[config.mk]
export PLATFORM = sky130hd
export DESIGN_NAME = dram_fast_modes_refresh
export DESIGN_NICKNAME = d
export VERILOG_FILES = /design/src/logic/dram_pkg.sv /design/src/logic/data_fifo.sv /design/src/logic/dram_fast_modes_refresh.sv
export VERILOG_INCLUDE_DIRS = /design/src /design/src/logic
export SDC_FILE = /design/constraint.sdc
export NUM_CORES = 1
export LEC_CHECK = 0
export ABC_AREA = 1
export BUFFER_PORTS_ARGS = -buffer_cell sky130_fd_sc_hd__buf_2
export CORE_ASPECT_RATIO = 1.75
export CORE_MARGIN = 3
export CORE_UTILIZATION = 48
export DETAILED_ROUTE_END_ITERATION = 10
export PLACE_DENSITY_LB_ADDON = 0.05
export RECOVER_POWER = 25
export SLEW_MARGIN = 20
export SYNTH_ARGS = -nofsm -noshare
export SYNTH_HDL_FRONTEND = slang
export SYNTH_SLANG_ARGS = --single-unit
[constraint.sdc]
create_clock -name clock -period 2.3 [get_ports clock]
set_clock_uncertainty 0.2 [all_clocks]
set_input_delay 0.23 -clock clock [delete_from_list [all_inputs] [get_ports clock]]
set_output_delay 0.23 -clock clock [all_outputs]
set_load 0.01 [all_outputs]
[src/logic/dram_consts.svh]
// constants of the host-side controller for a 1M x 1 dynamic RAM
// assumes a single 25 MHz clock; times are given in ns and turned into cycles here
// Function
// - nibble starts with ordinary row then column access
// - nibble beats only while row strobe low
// - static column reaches any column by address
// - static column starts ordinary, strobes held low
// - every row refreshed within each 8 ms
// - full refresh is 512 row cycles
// - refresh burst or distributed, 15.6 us average
// - no access while a refresh is running
// - refresh methods only in normal random mode
// - row-only refresh: row address, pulse, column high
// - host keeps its own refresh row counter
// - column before row starts internal-counter refresh
// - column strobe held low after row strobe falls
// - hidden refresh: row strobe cycles, column stays low
// - never write during a hidden refresh
`ifndef DRAM_CONSTS_SVH
`define DRAM_CONSTS_SVH

`define CLK_PERIOD_NS                 40
`define CYC_UP(ns)                    (((ns) + `CLK_PERIOD_NS - 1) / `CLK_PERIOD_NS)

`define ROW_ACCESS_DELAY_NS           85
`define NIBBLE_ACCESS_DELAY_NS        20
`define COL_ADDRESS_ACCESS_DELAY_NS   45
`define ROW_STROBE_LOW_WIDTH_NS       85
`define ROW_PRECHARGE_WIDTH_NS        80
`define COL_BEFORE_ROW_SETUP_NS       10
`define COL_BEFORE_ROW_HOLD_NS        15
`define REFRESH_PERIOD_NS             8000000
`define REFRESH_ROWS                  512

`define ACC_CYC   `CYC_UP(`ROW_ACCESS_DELAY_NS)
`define NIB_CYC   `CYC_UP(`NIBBLE_ACCESS_DELAY_NS)
`define SC_CYC    `CYC_UP(`COL_ADDRESS_ACCESS_DELAY_NS)
`define RAS_CYC   `CYC_UP(`ROW_STROBE_LOW_WIDTH_NS)
`define RP_CYC    `CYC_UP(`ROW_PRECHARGE_WIDTH_NS)
`define CSR_CYC   `CYC_UP(`COL_BEFORE_ROW_SETUP_NS)
`define CHR_CYC   `CYC_UP(`COL_BEFORE_ROW_HOLD_NS)
`define REFRESH_PERIOD_CYC (`REFRESH_PERIOD_NS / `CLK_PERIOD_NS)
`define SYNC_CYC  2
`define PEND_URGENT 4'h4
`define FIFO_DEPTH 16

`endif

[src/logic/dram_pkg.sv]
// types shared by the dram controller and its testbench
// assumes dram_consts.svh for all numeric values
`default_nettype none
package dram_pkg;

  typedef enum logic [1:0] {MODE_RANDOM, MODE_NIBBLE, MODE_STATIC} mode_t;
  typedef enum logic [1:0] {REF_RAS_ONLY, REF_CBR, REF_HIDDEN} ref_method_t;
  typedef enum logic [2:0] {S_IDLE, S_ROW, S_COL, S_NIB, S_ROR, S_CBR, S_HID} state_t;

  // one user request: up to four bits from one row
  typedef struct packed {
    logic        write;
    mode_t       mode;
    logic [1:0]  extra;   // beats after the first
    logic [19:0] addr;    // row in [19:10], column in [9:0]
    logic [3:0]  wdata;   // bit n written on beat n
  } req_t;

  // registered pin levels
  typedef struct packed {
    logic       ras_n;
    logic       cas_n;    // doubles as chip select in static column mode
    logic       we_n;
    logic [9:0] a;
    logic       d;
  } pins_t;

  typedef struct packed {
    state_t     st;
    logic [3:0] tmr;
    logic [1:0] beat;
    logic [8:0] row_ctr;
    logic [3:0] pend;
    logic [8:0] tick;
    logic       q1;
    logic       q2;
    req_t       req;
    pins_t      pin;
  } ctl_t;

endpackage
`default_nettype wire

[src/logic/data_fifo.sv]
// small synchronous fifo, register array with valid/ready on both sides
// assumes depth is a power of two and a single clock
`timescale 1ns/1ps
`default_nettype none
module data_fifo #(
  parameter int W = 1,
  parameter int D = 16
) (
  input  wire logic         clock,
  input  wire logic         nrst,
  input  wire logic         in_valid,
  output logic              in_ready,
  input  wire logic [W-1:0] in_data,
  output logic              out_valid,
  input  wire logic         out_ready,
  output logic [W-1:0]      out_data
);
  localparam int AW = $clog2(D);

  typedef struct packed {
    logic [D-1:0][W-1:0] mem;
    logic [AW:0]         wp;
    logic [AW:0]         rp;
  } fst_t;

  fst_t s;
  fst_t next_s;

  ////////////////////////////////////////////////////////////////////
  // full when pointers differ only in the wrap bit
  assign in_ready  = (s.wp ^ s.rp) != {1'b1, {AW{1'b0}}};
  assign out_valid = s.wp != s.rp;
  assign out_data  = s.mem[s.rp[AW-1:0]];

  // pointer and storage update
  always_comb begin
    next_s = s;
    if (in_valid && in_ready) begin
      next_s.mem[s.wp[AW-1:0]] = in_data;
      next_s.wp = s.wp + 1'b1;
    end
    if (out_valid && out_ready) begin
      next_s.rp = s.rp + 1'b1;
    end
  end

  always_ff @(posedge clock or negedge nrst) begin
    if (!nrst) begin
      s <= '0;
    end else begin
      s <= next_s;
    end
  end

endmodule
`default_nettype wire

[src/logic/dram_fast_modes_refresh.sv]
// host-side controller for a 1M x 1 dynamic RAM: random, nibble and static
// column accesses plus row-only, column-before-row and hidden refresh
// assumes the dram pins are wired straight to the device, data in and out
// on separate pins, and one 25 MHz clock
`include "dram_consts.svh"
`timescale 1ns/1ps
`default_nettype none
module dram_fast_modes_refresh #(
  parameter int REFRESH_PERIOD_CYC = `REFRESH_PERIOD_CYC
) (
  input  wire logic                  clock,
  input  wire logic                  nrst,
  input  wire dram_pkg::req_t        req,
  input  wire logic                  req_valid,
  output logic                       req_ready,
  input  wire dram_pkg::ref_method_t ref_method,
  output logic                       rd_data,
  output logic                       rd_valid,
  input  wire logic                  rd_ready,
  output logic                       refreshing,
  output logic                       ras_n,
  output logic                       cas_n,
  output logic                       we_n,
  output logic [9:0]                 addr,
  output logic                       d,
  input  wire logic                  q
);
  localparam int INTERVAL = REFRESH_PERIOD_CYC / `REFRESH_ROWS;

  dram_pkg::ctl_t s;
  dram_pkg::ctl_t next_s;
  logic           push;
  logic           in_ready;
  logic           tick_inc;
  logic           ref_done;
  logic           done;
  logic           due;
  logic           urgent;
  logic           ref_go;
  logic           last;

  ////////////////////////////////////////////////////////////////////
  // pins come straight from registers
  assign ras_n      = s.pin.ras_n;
  assign cas_n      = s.pin.cas_n;
  assign we_n       = s.pin.we_n;
  assign addr       = s.pin.a;
  assign d          = s.pin.d;
  assign refreshing = s.st inside {dram_pkg::S_ROR, dram_pkg::S_CBR, dram_pkg::S_HID};

  // arbitration terms
  assign done   = s.tmr == 4'h0;
  assign due    = s.pend != 4'h0;
  assign urgent = s.pend >= `PEND_URGENT;
  assign ref_go = urgent || (due && !req_valid);
  assign last   = s.beat == s.req.extra;

  // accesses wait while refresh is owed urgently or still running
  assign req_ready = (s.st == dram_pkg::S_IDLE) && done && !ref_go;

  ////////////////////////////////////////////////////////////////////
  // read data buffer; a full buffer holds the access with column low
  data_fifo #(
    .W (1),
    .D (`FIFO_DEPTH)
  ) u_fifo (
    .clock     (clock),
    .nrst      (nrst),
    .in_valid  (push),
    .in_ready  (in_ready),
    .in_data   (s.q2),
    .out_valid (rd_valid),
    .out_ready (rd_ready),
    .out_data  (rd_data)
  );

  ////////////////////////////////////////////////////////////////////
  // next state of the whole controller
  always_comb begin
    next_s   = s;
    push     = 1'b0;
    tick_inc = 1'b0;
    ref_done = 1'b0;
    // two-flop synchroniser on the asynchronous data pin
    next_s.q1 = q;
    next_s.q2 = s.q1;
    if (!done) begin
      next_s.tmr = s.tmr - 4'h1;
    end
    // one refresh owed per interval keeps all 512 rows inside the period
    if (s.tick == 9'h000) begin
      next_s.tick = 9'(INTERVAL - 1);
      tick_inc    = s.pend != 4'hf;
    end else begin
      next_s.tick = s.tick - 9'h001;
    end
    unique case (s.st)
      dram_pkg::S_IDLE: begin
        if (done && ref_go) begin
          if (ref_method == dram_pkg::REF_RAS_ONLY) begin
            // row from own counter; top line is don't care
            next_s.pin.a = {1'b0, s.row_ctr};
            next_s.st    = dram_pkg::S_ROR;
          end else begin
            // no access to hide behind: plain column-before-row
            next_s.pin.cas_n = 1'b0;
            next_s.tmr       = 4'(`CSR_CYC - 1);
            next_s.st        = dram_pkg::S_CBR;
          end
        end else if (done && req_valid) begin
          next_s.req   = req;
          next_s.beat  = 2'h0;
          next_s.pin.a = req.addr[19:10];
          next_s.st    = dram_pkg::S_ROW;
        end
      end
      dram_pkg::S_ROW: begin
        // row strobe falls one cycle after the row address settles
        if (s.pin.ras_n) begin
          next_s.pin.ras_n = 1'b0;
          next_s.tmr       = 4'h0;
        end else begin
          next_s.pin.a     = s.req.addr[9:0];
          next_s.pin.cas_n = 1'b0;
          next_s.pin.we_n  = !s.req.write;
          next_s.pin.d     = s.req.wdata[0];
          next_s.tmr       = 4'(`ACC_CYC - 2 + `SYNC_CYC);
          next_s.st        = dram_pkg::S_COL;
        end
      end
      dram_pkg::S_COL: begin
        // a read that cannot be stored waits with data held on the pin
        if (done && (s.req.write || in_ready)) begin
          push        = !s.req.write;
          next_s.beat = s.beat + 2'h1;
          if (last) begin
            next_s.pin.we_n = 1'b1;
            if (ref_method == dram_pkg::REF_HIDDEN && due &&
                s.req.mode == dram_pkg::MODE_RANDOM) begin
              // keep column low so read data stays valid
              next_s.pin.ras_n = 1'b1;
              next_s.tmr       = 4'(`RP_CYC - 1);
              next_s.st        = dram_pkg::S_HID;
            end else begin
              // raising the row strobe ends any fast sequence
              next_s.pin.ras_n = 1'b1;
              next_s.pin.cas_n = 1'b1;
              next_s.tmr       = 4'(`RP_CYC - 1);
              next_s.st        = dram_pkg::S_IDLE;
            end
          end else if (s.req.mode == dram_pkg::MODE_STATIC) begin
            // select stays low; only the column address and data pin move
            next_s.pin.a = s.req.addr[9:0] + {8'h00, s.beat} + 10'h001;
            next_s.pin.d = s.req.wdata[s.beat + 2'h1];
            next_s.tmr   = 4'(`SC_CYC - 1 + `SYNC_CYC);
          end else if (s.req.mode == dram_pkg::MODE_NIBBLE) begin
            next_s.pin.cas_n = 1'b1;
            next_s.pin.we_n  = 1'b1;
            next_s.st        = dram_pkg::S_NIB;
          end else begin
            // random mode carries a single beat only; a write must not leave
            // write enable low into the next row cycle or a refresh
            next_s.pin.we_n  = 1'b1;
            next_s.pin.ras_n = 1'b1;
            next_s.pin.cas_n = 1'b1;
            next_s.tmr       = 4'(`RP_CYC - 1);
            next_s.st        = dram_pkg::S_IDLE;
          end
        end
      end
      dram_pkg::S_NIB: begin
        // column counter inside the part steps; address left alone
        next_s.pin.cas_n = 1'b0;
        next_s.pin.we_n  = !s.req.write;
        next_s.pin.d     = s.req.wdata[s.beat];
        next_s.tmr       = 4'(`NIB_CYC - 1 + `SYNC_CYC);
        next_s.st        = dram_pkg::S_COL;
      end
      dram_pkg::S_ROR: begin
        // column strobe stays high for the whole cycle
        if (s.pin.ras_n && done) begin
          next_s.pin.ras_n = 1'b0;
          next_s.tmr       = 4'(`RAS_CYC - 1);
        end else if (done) begin
          next_s.pin.ras_n = 1'b1;
          next_s.row_ctr   = s.row_ctr + 9'h001;
          next_s.tmr       = 4'(`RP_CYC - 1);
          ref_done         = 1'b1;
          next_s.st        = dram_pkg::S_IDLE;
        end
      end
      dram_pkg::S_CBR, dram_pkg::S_HID: begin
        // column is already low; the row pulse uses the internal counter
        if (s.pin.ras_n && done) begin
          next_s.pin.ras_n = 1'b0;
          next_s.tmr       = 4'(`RAS_CYC - 1);
        end else if (done) begin
          // hold time is covered by the row low width
          next_s.pin.ras_n = 1'b1;
          next_s.pin.cas_n = 1'b1;
          next_s.tmr       = 4'(`RP_CYC - 1);
          ref_done         = 1'b1;
          next_s.st        = dram_pkg::S_IDLE;
        end
      end
      default: begin
        next_s.st = dram_pkg::S_IDLE;
      end
    endcase
    // owed refresh count: interval adds one below 15, each finished refresh takes one
    next_s.pend = s.pend + {3'h0, tick_inc} - {3'h0, ref_done};
  end

  // state register; strobes and write enable idle high after reset, address and data low
  always_ff @(posedge clock or negedge nrst) begin
    if (!nrst) begin
      s           <= '0;
      s.tick      <= 9'h000;
      s.pin.ras_n <= 1'b1;
      s.pin.cas_n <= 1'b1;
      s.pin.we_n  <= 1'b1;
    end else begin
      s <= next_s;
    end
  end
endmodule
`default_nettype wire

==> impl_metrics.tcl <==
set metrics [dict create \
    run_status "complete, no violations" \
    wl_per_instance_um 15.1 \
    ratio_of_cells_with_drive_above_1_in_the_final_layout 0.196 \
    synth_ff_type "sky130_fd_sc_hd__dfrtp_1" \
    drt_iter0_drcs 309 \
    least_margin_pin_slew_ps 1000 \
    rr_startpoint "s[50]$_DFF_PN0_" \
    vias_cell 5.32 \
    clock_path_buffers 2 \
    post-synth-top-count-cell "sky130_fd_sc_hd__nand2_1" \
    grt_setup_unrepaired "true" \
    yosys-top-cells-count "sky130_fd_sc_hd__nand2_1 (160), sky130_fd_sc_hd__dfrtp_1 (89), sky130_fd_sc_hd__inv_1 (85)" \
    synth-seq-cells 92 \
    mappedNetlistNets 774 \
    timing.critical_path.arrival_ps 2240 \
    area.growth.synth_to_final_pct 17.7 \
    globalRouteOverflowTotal 0 \
    cts.root.buffer_cell "sky130_fd_sc_hd__clkbuf_16" \
    initial_antenna_violation_count 0 \
    critPathRequiredTime_ps 2320 \
    top_level_ports 54 \
    synth_top_area_share 0.396 \
    dieWidth_um 87.9 \
    maxSlewViolCount 0 \
    globalRouteTotalUtil 0.230 \
    htreeDepth 3 \
    worstPathBufferInverterCount 3 \
    min-delay-path-class "input port to flop" \
    postSynthAreaPerCell_um2 7.84 \
    initial_utilization 0.498 \
    grt_first_pass_wirelength_mm 23.4 \
    clkSinkCount 92 \
    power_density_nw_per_um2 1180 \
    synthTopCellsByArea "sky130_fd_sc_hd__dfrtp_1 (40%), sky130_fd_sc_hd__nand2_1 (11%), sky130_fd_sc_hd__inv_1 (5.7%)" \
    synth_enable_flop_cells 0 \
    wl_mm 14.2 \
    gpl.final_weighted_congestion 0.895 \
    clock_insertion_delay_worst_skew_ps 340 \
    grt_start_max_net_pins 40 \
    worst_path_dominant_cell_family "adder cells" \
    start_kind "flop" \
    timing_hold_violations_final 0 \
    worst-path-stages 11 \
    max-cap-violations 0 \
    num-nets-final 862 \
    port_buffers 53 \
    max_clock_freq_mhz 451 \
    critical_path_fanouts_max 3 \
    critical_path.endpoint_type "flop" \
    grt_pass1_vias 5011 \
    number_of_diodes_added_for_antenna_fixing 0 \
    cp_cell_sequence "nor2_2 -> nand2_1 -> inv_1 -> nand4_1 -> inv_2 -> nand2_1 -> ha_1 -> inv_1 -> ha_2 -> fa_2 -> xor2_2" \
    leakage_power_total_uw 0.00333 \
    vdd_ir_drop_max_v 0.000757 \
    drt_drc_violations_left 0 \
    synthesis.area_um2 5630 \
    cp_slowest_cell "sky130_fd_sc_hd__dfrtp_1" \
    cts_tree "built" \
    synthCells 718 \
    count_of_placed_standard_cells_in_the_final_layout_fillers_left_out 943 \
    ant_nets 0 \
    fp.coreArea_um2 11300 \
    postSynth.asyncResetShare 1.00 \
    worst_case_reg_to_reg_path_depth 11 \
    crit_path_max_incr_delay_ps 390 \
    synth_top_cell_by_area "sky130_fd_sc_hd__dfrtp_1" \
    source_of_the_worst_hold_timing_path "req_valid" \
    dieArea_um2 13100 \
    setup-violations-final 0 \
    detailed_place_hpwl_mm 11.2 \
    slew_headroom 0.331 \
    r2r_end "s[56]$_DFF_PN0_" \
    hold_path_end "s[20]$_DFFE_PN0P_" \
    place_inst 904 \
    totalNegativeSetupSlack_ps 0 \
    clk_pin_slew_worst_paths_ps 70 \
    fp-row-count 51 \
    post_synthesis_sequential_area_ratio 0.410 \
    fill_cells 1057 \
    synth.lib_cells_used.distinct 45 \
    cts_buffers 9 \
    final_min_period_over_clock_period 0.963 \
    drt_first_pass_iters 4 \
    r2r_slack_ps 80 \
    yosys_warnings 0 \
    die_y_um 149 \
    finalWorstPathRequiredPeriod_ps 2220 \
    min_path_cells 3 \
    vias 5013 \
    timing.setup.critical_path_class "flop to flop" \
]
## per-layer routing
| metal | wire, µm | track usage | up-vias |
|---|---|---|---|
| met2 | 7840 | 0.423 | 132 |
| li1 | - | - | 2510 |
| met1 | 5340 | 0.243 | 2331 |
| met5 | 0 | 0 | - |
| met4 | 580 | 0.113 | 0 |
| met3 | 443 | 0.0431 | 40 |
## worst max path at each step
stage,from,end
CTS,s[49]$_DFF_PN0_,s[56]$_DFF_PN0_
global route,s[50]$_DFF_PN0_,s[56]$_DFF_PN0_
floorplan,s[49]$_DFF_PN0_,s[56]$_DFF_PN0_
global placement,s[49]$_DFF_PN0_,s[56]$_DFF_PN0_
finish,s[50]$_DFF_PN0_,s[56]$_DFF_PN0_
detailed placement,s[49]$_DFF_PN0_,s[56]$_DFF_PN0_
## sequential cells by signal, indices dropped and copies added, names as in the netlist
signal    cells
addr         10
cas_n         1
d             1
next_s        1
ras_n         1
s            51
u_fifo.s     26
we_n          1
## worst reg2reg max path, delay by kind of cell (launching register included)
family	cells	cell delay (ps)
adders and majority gates	3	790
and+or+nand+nor	4	380
xor gates and xnor gates	1	150
DFF	1	390
buffers and inverters	3	190
## power breakdown
part           internal, µW  switching, µW  leakage, µW
combinational          1400           2480      0.00205
clock                   759            690     0.000141
sequential             2070            400      0.00114
## placed cells by master (no fill, tap or decap), types with 2 or more instances in the layout
cell type	count
sky130_fd_sc_hd__inv_4	2
sky130_fd_sc_hd__o22ai_1	6
sky130_fd_sc_hd__nor3_4	3
sky130_fd_sc_hd__inv_1	84
sky130_fd_sc_hd__ha_2	2
sky130_fd_sc_hd__fa_2	2
sky130_fd_sc_hd__xor2_1	15
sky130_fd_sc_hd__and2_1	3
sky130_fd_sc_hd__a211oi_1	2
sky130_fd_sc_hd__nor3_1	4
sky130_fd_sc_hd__o21ai_0	27
sky130_fd_sc_hd__a31oi_1	3
sky130_fd_sc_hd__nor3b_1	2
sky130_fd_sc_hd__dfrtp_1	89
sky130_fd_sc_hd__nand3_2	6
sky130_fd_sc_hd__a21oi_1	30
sky130_fd_sc_hd__nand3_4	3
sky130_fd_sc_hd__nand4_1	26
sky130_fd_sc_hd__and3_1	2
sky130_fd_sc_hd__nand2_1	159
sky130_fd_sc_hd__o21ai_2	8
sky130_fd_sc_hd__nor2_1	67
sky130_fd_sc_hd__buf_2	52
sky130_fd_sc_hd__nand3_1	61
sky130_fd_sc_hd__nor2_2	4
sky130_fd_sc_hd__nor2_4	7
sky130_fd_sc_hd__clkbuf_16	9
sky130_fd_sc_hd__o21ai_1	20
sky130_fd_sc_hd__nand2_4	2
sky130_fd_sc_hd__nand2_2	6
sky130_fd_sc_hd__dlygate4sd3_1	22
sky130_fd_sc_hd__nand3b_1	6
sky130_fd_sc_hd__ha_1	16
sky130_fd_sc_hd__buf_4	26
sky130_fd_sc_hd__inv_2	9
sky130_fd_sc_hd__or2_2	4
sky130_fd_sc_hd__xnor2_1	3
sky130_fd_sc_hd__clkinv_4	3
sky130_fd_sc_hd__dfstp_2	3
## stage by stage
stage / hold slack [ps] / utilization / power, µW / setup slack (ps) / area, µm²
floorplan: -266 / - / 5380 / 6.17 / 5630
global route: 27.9 / 0.586 / 8450 / -41.9 / 6620
CTS: 21.0 / 0.585 / 7860 / 23.7 / 6610
global placement: 47.0 / 0.539 / 6220 / 69.8 / 6090
finish: 26.2 / 0.586 / 7800 / 84.4 / 6620
detailed placement: 48.0 / 0.539 / 6340 / 35.5 / 6090
## logic make-up (layout without fill, tap and decap cells)
group / count (synthesis) / in the layout / share of synthesized area
simple gates: 365 / 365 / 0.314
buf+inv: 120 / 213 / 0.0969
compound gates: 101 / 101 / 0.101
flops: 92 / 92 / 0.410
fa+ha+maj: 20 / 20 / 0.0471
xor+xnor: 19 / 19 / 0.0296
mux: 1 / 1 / 0.00200
## area by class of cell
cell class              instances  area, µm²  area share
flip-flops and latches         92       2310       0.348
clock inverters                 7       70.1      0.0106
multi-input cells             506       2810       0.424
clock buffers                   9        225      0.0340
repair buffers                102        688       0.104
inverters                      95        362      0.0546
well taps                     132        165      0.0249
## timing repair
| action | 4_1_cts | 5_1_grt |
|---|---|---|
| setup buffers | 0 | 1 |
| resized for setup | 0 | 8 |
| endpoints found under the hold margin | 56 | 0 |
| endpoints found under the setup margin | 0 | 13 |
| hold buffers | 22 | 0 |
No activity file was read; power rests on OpenSTA's default activity.
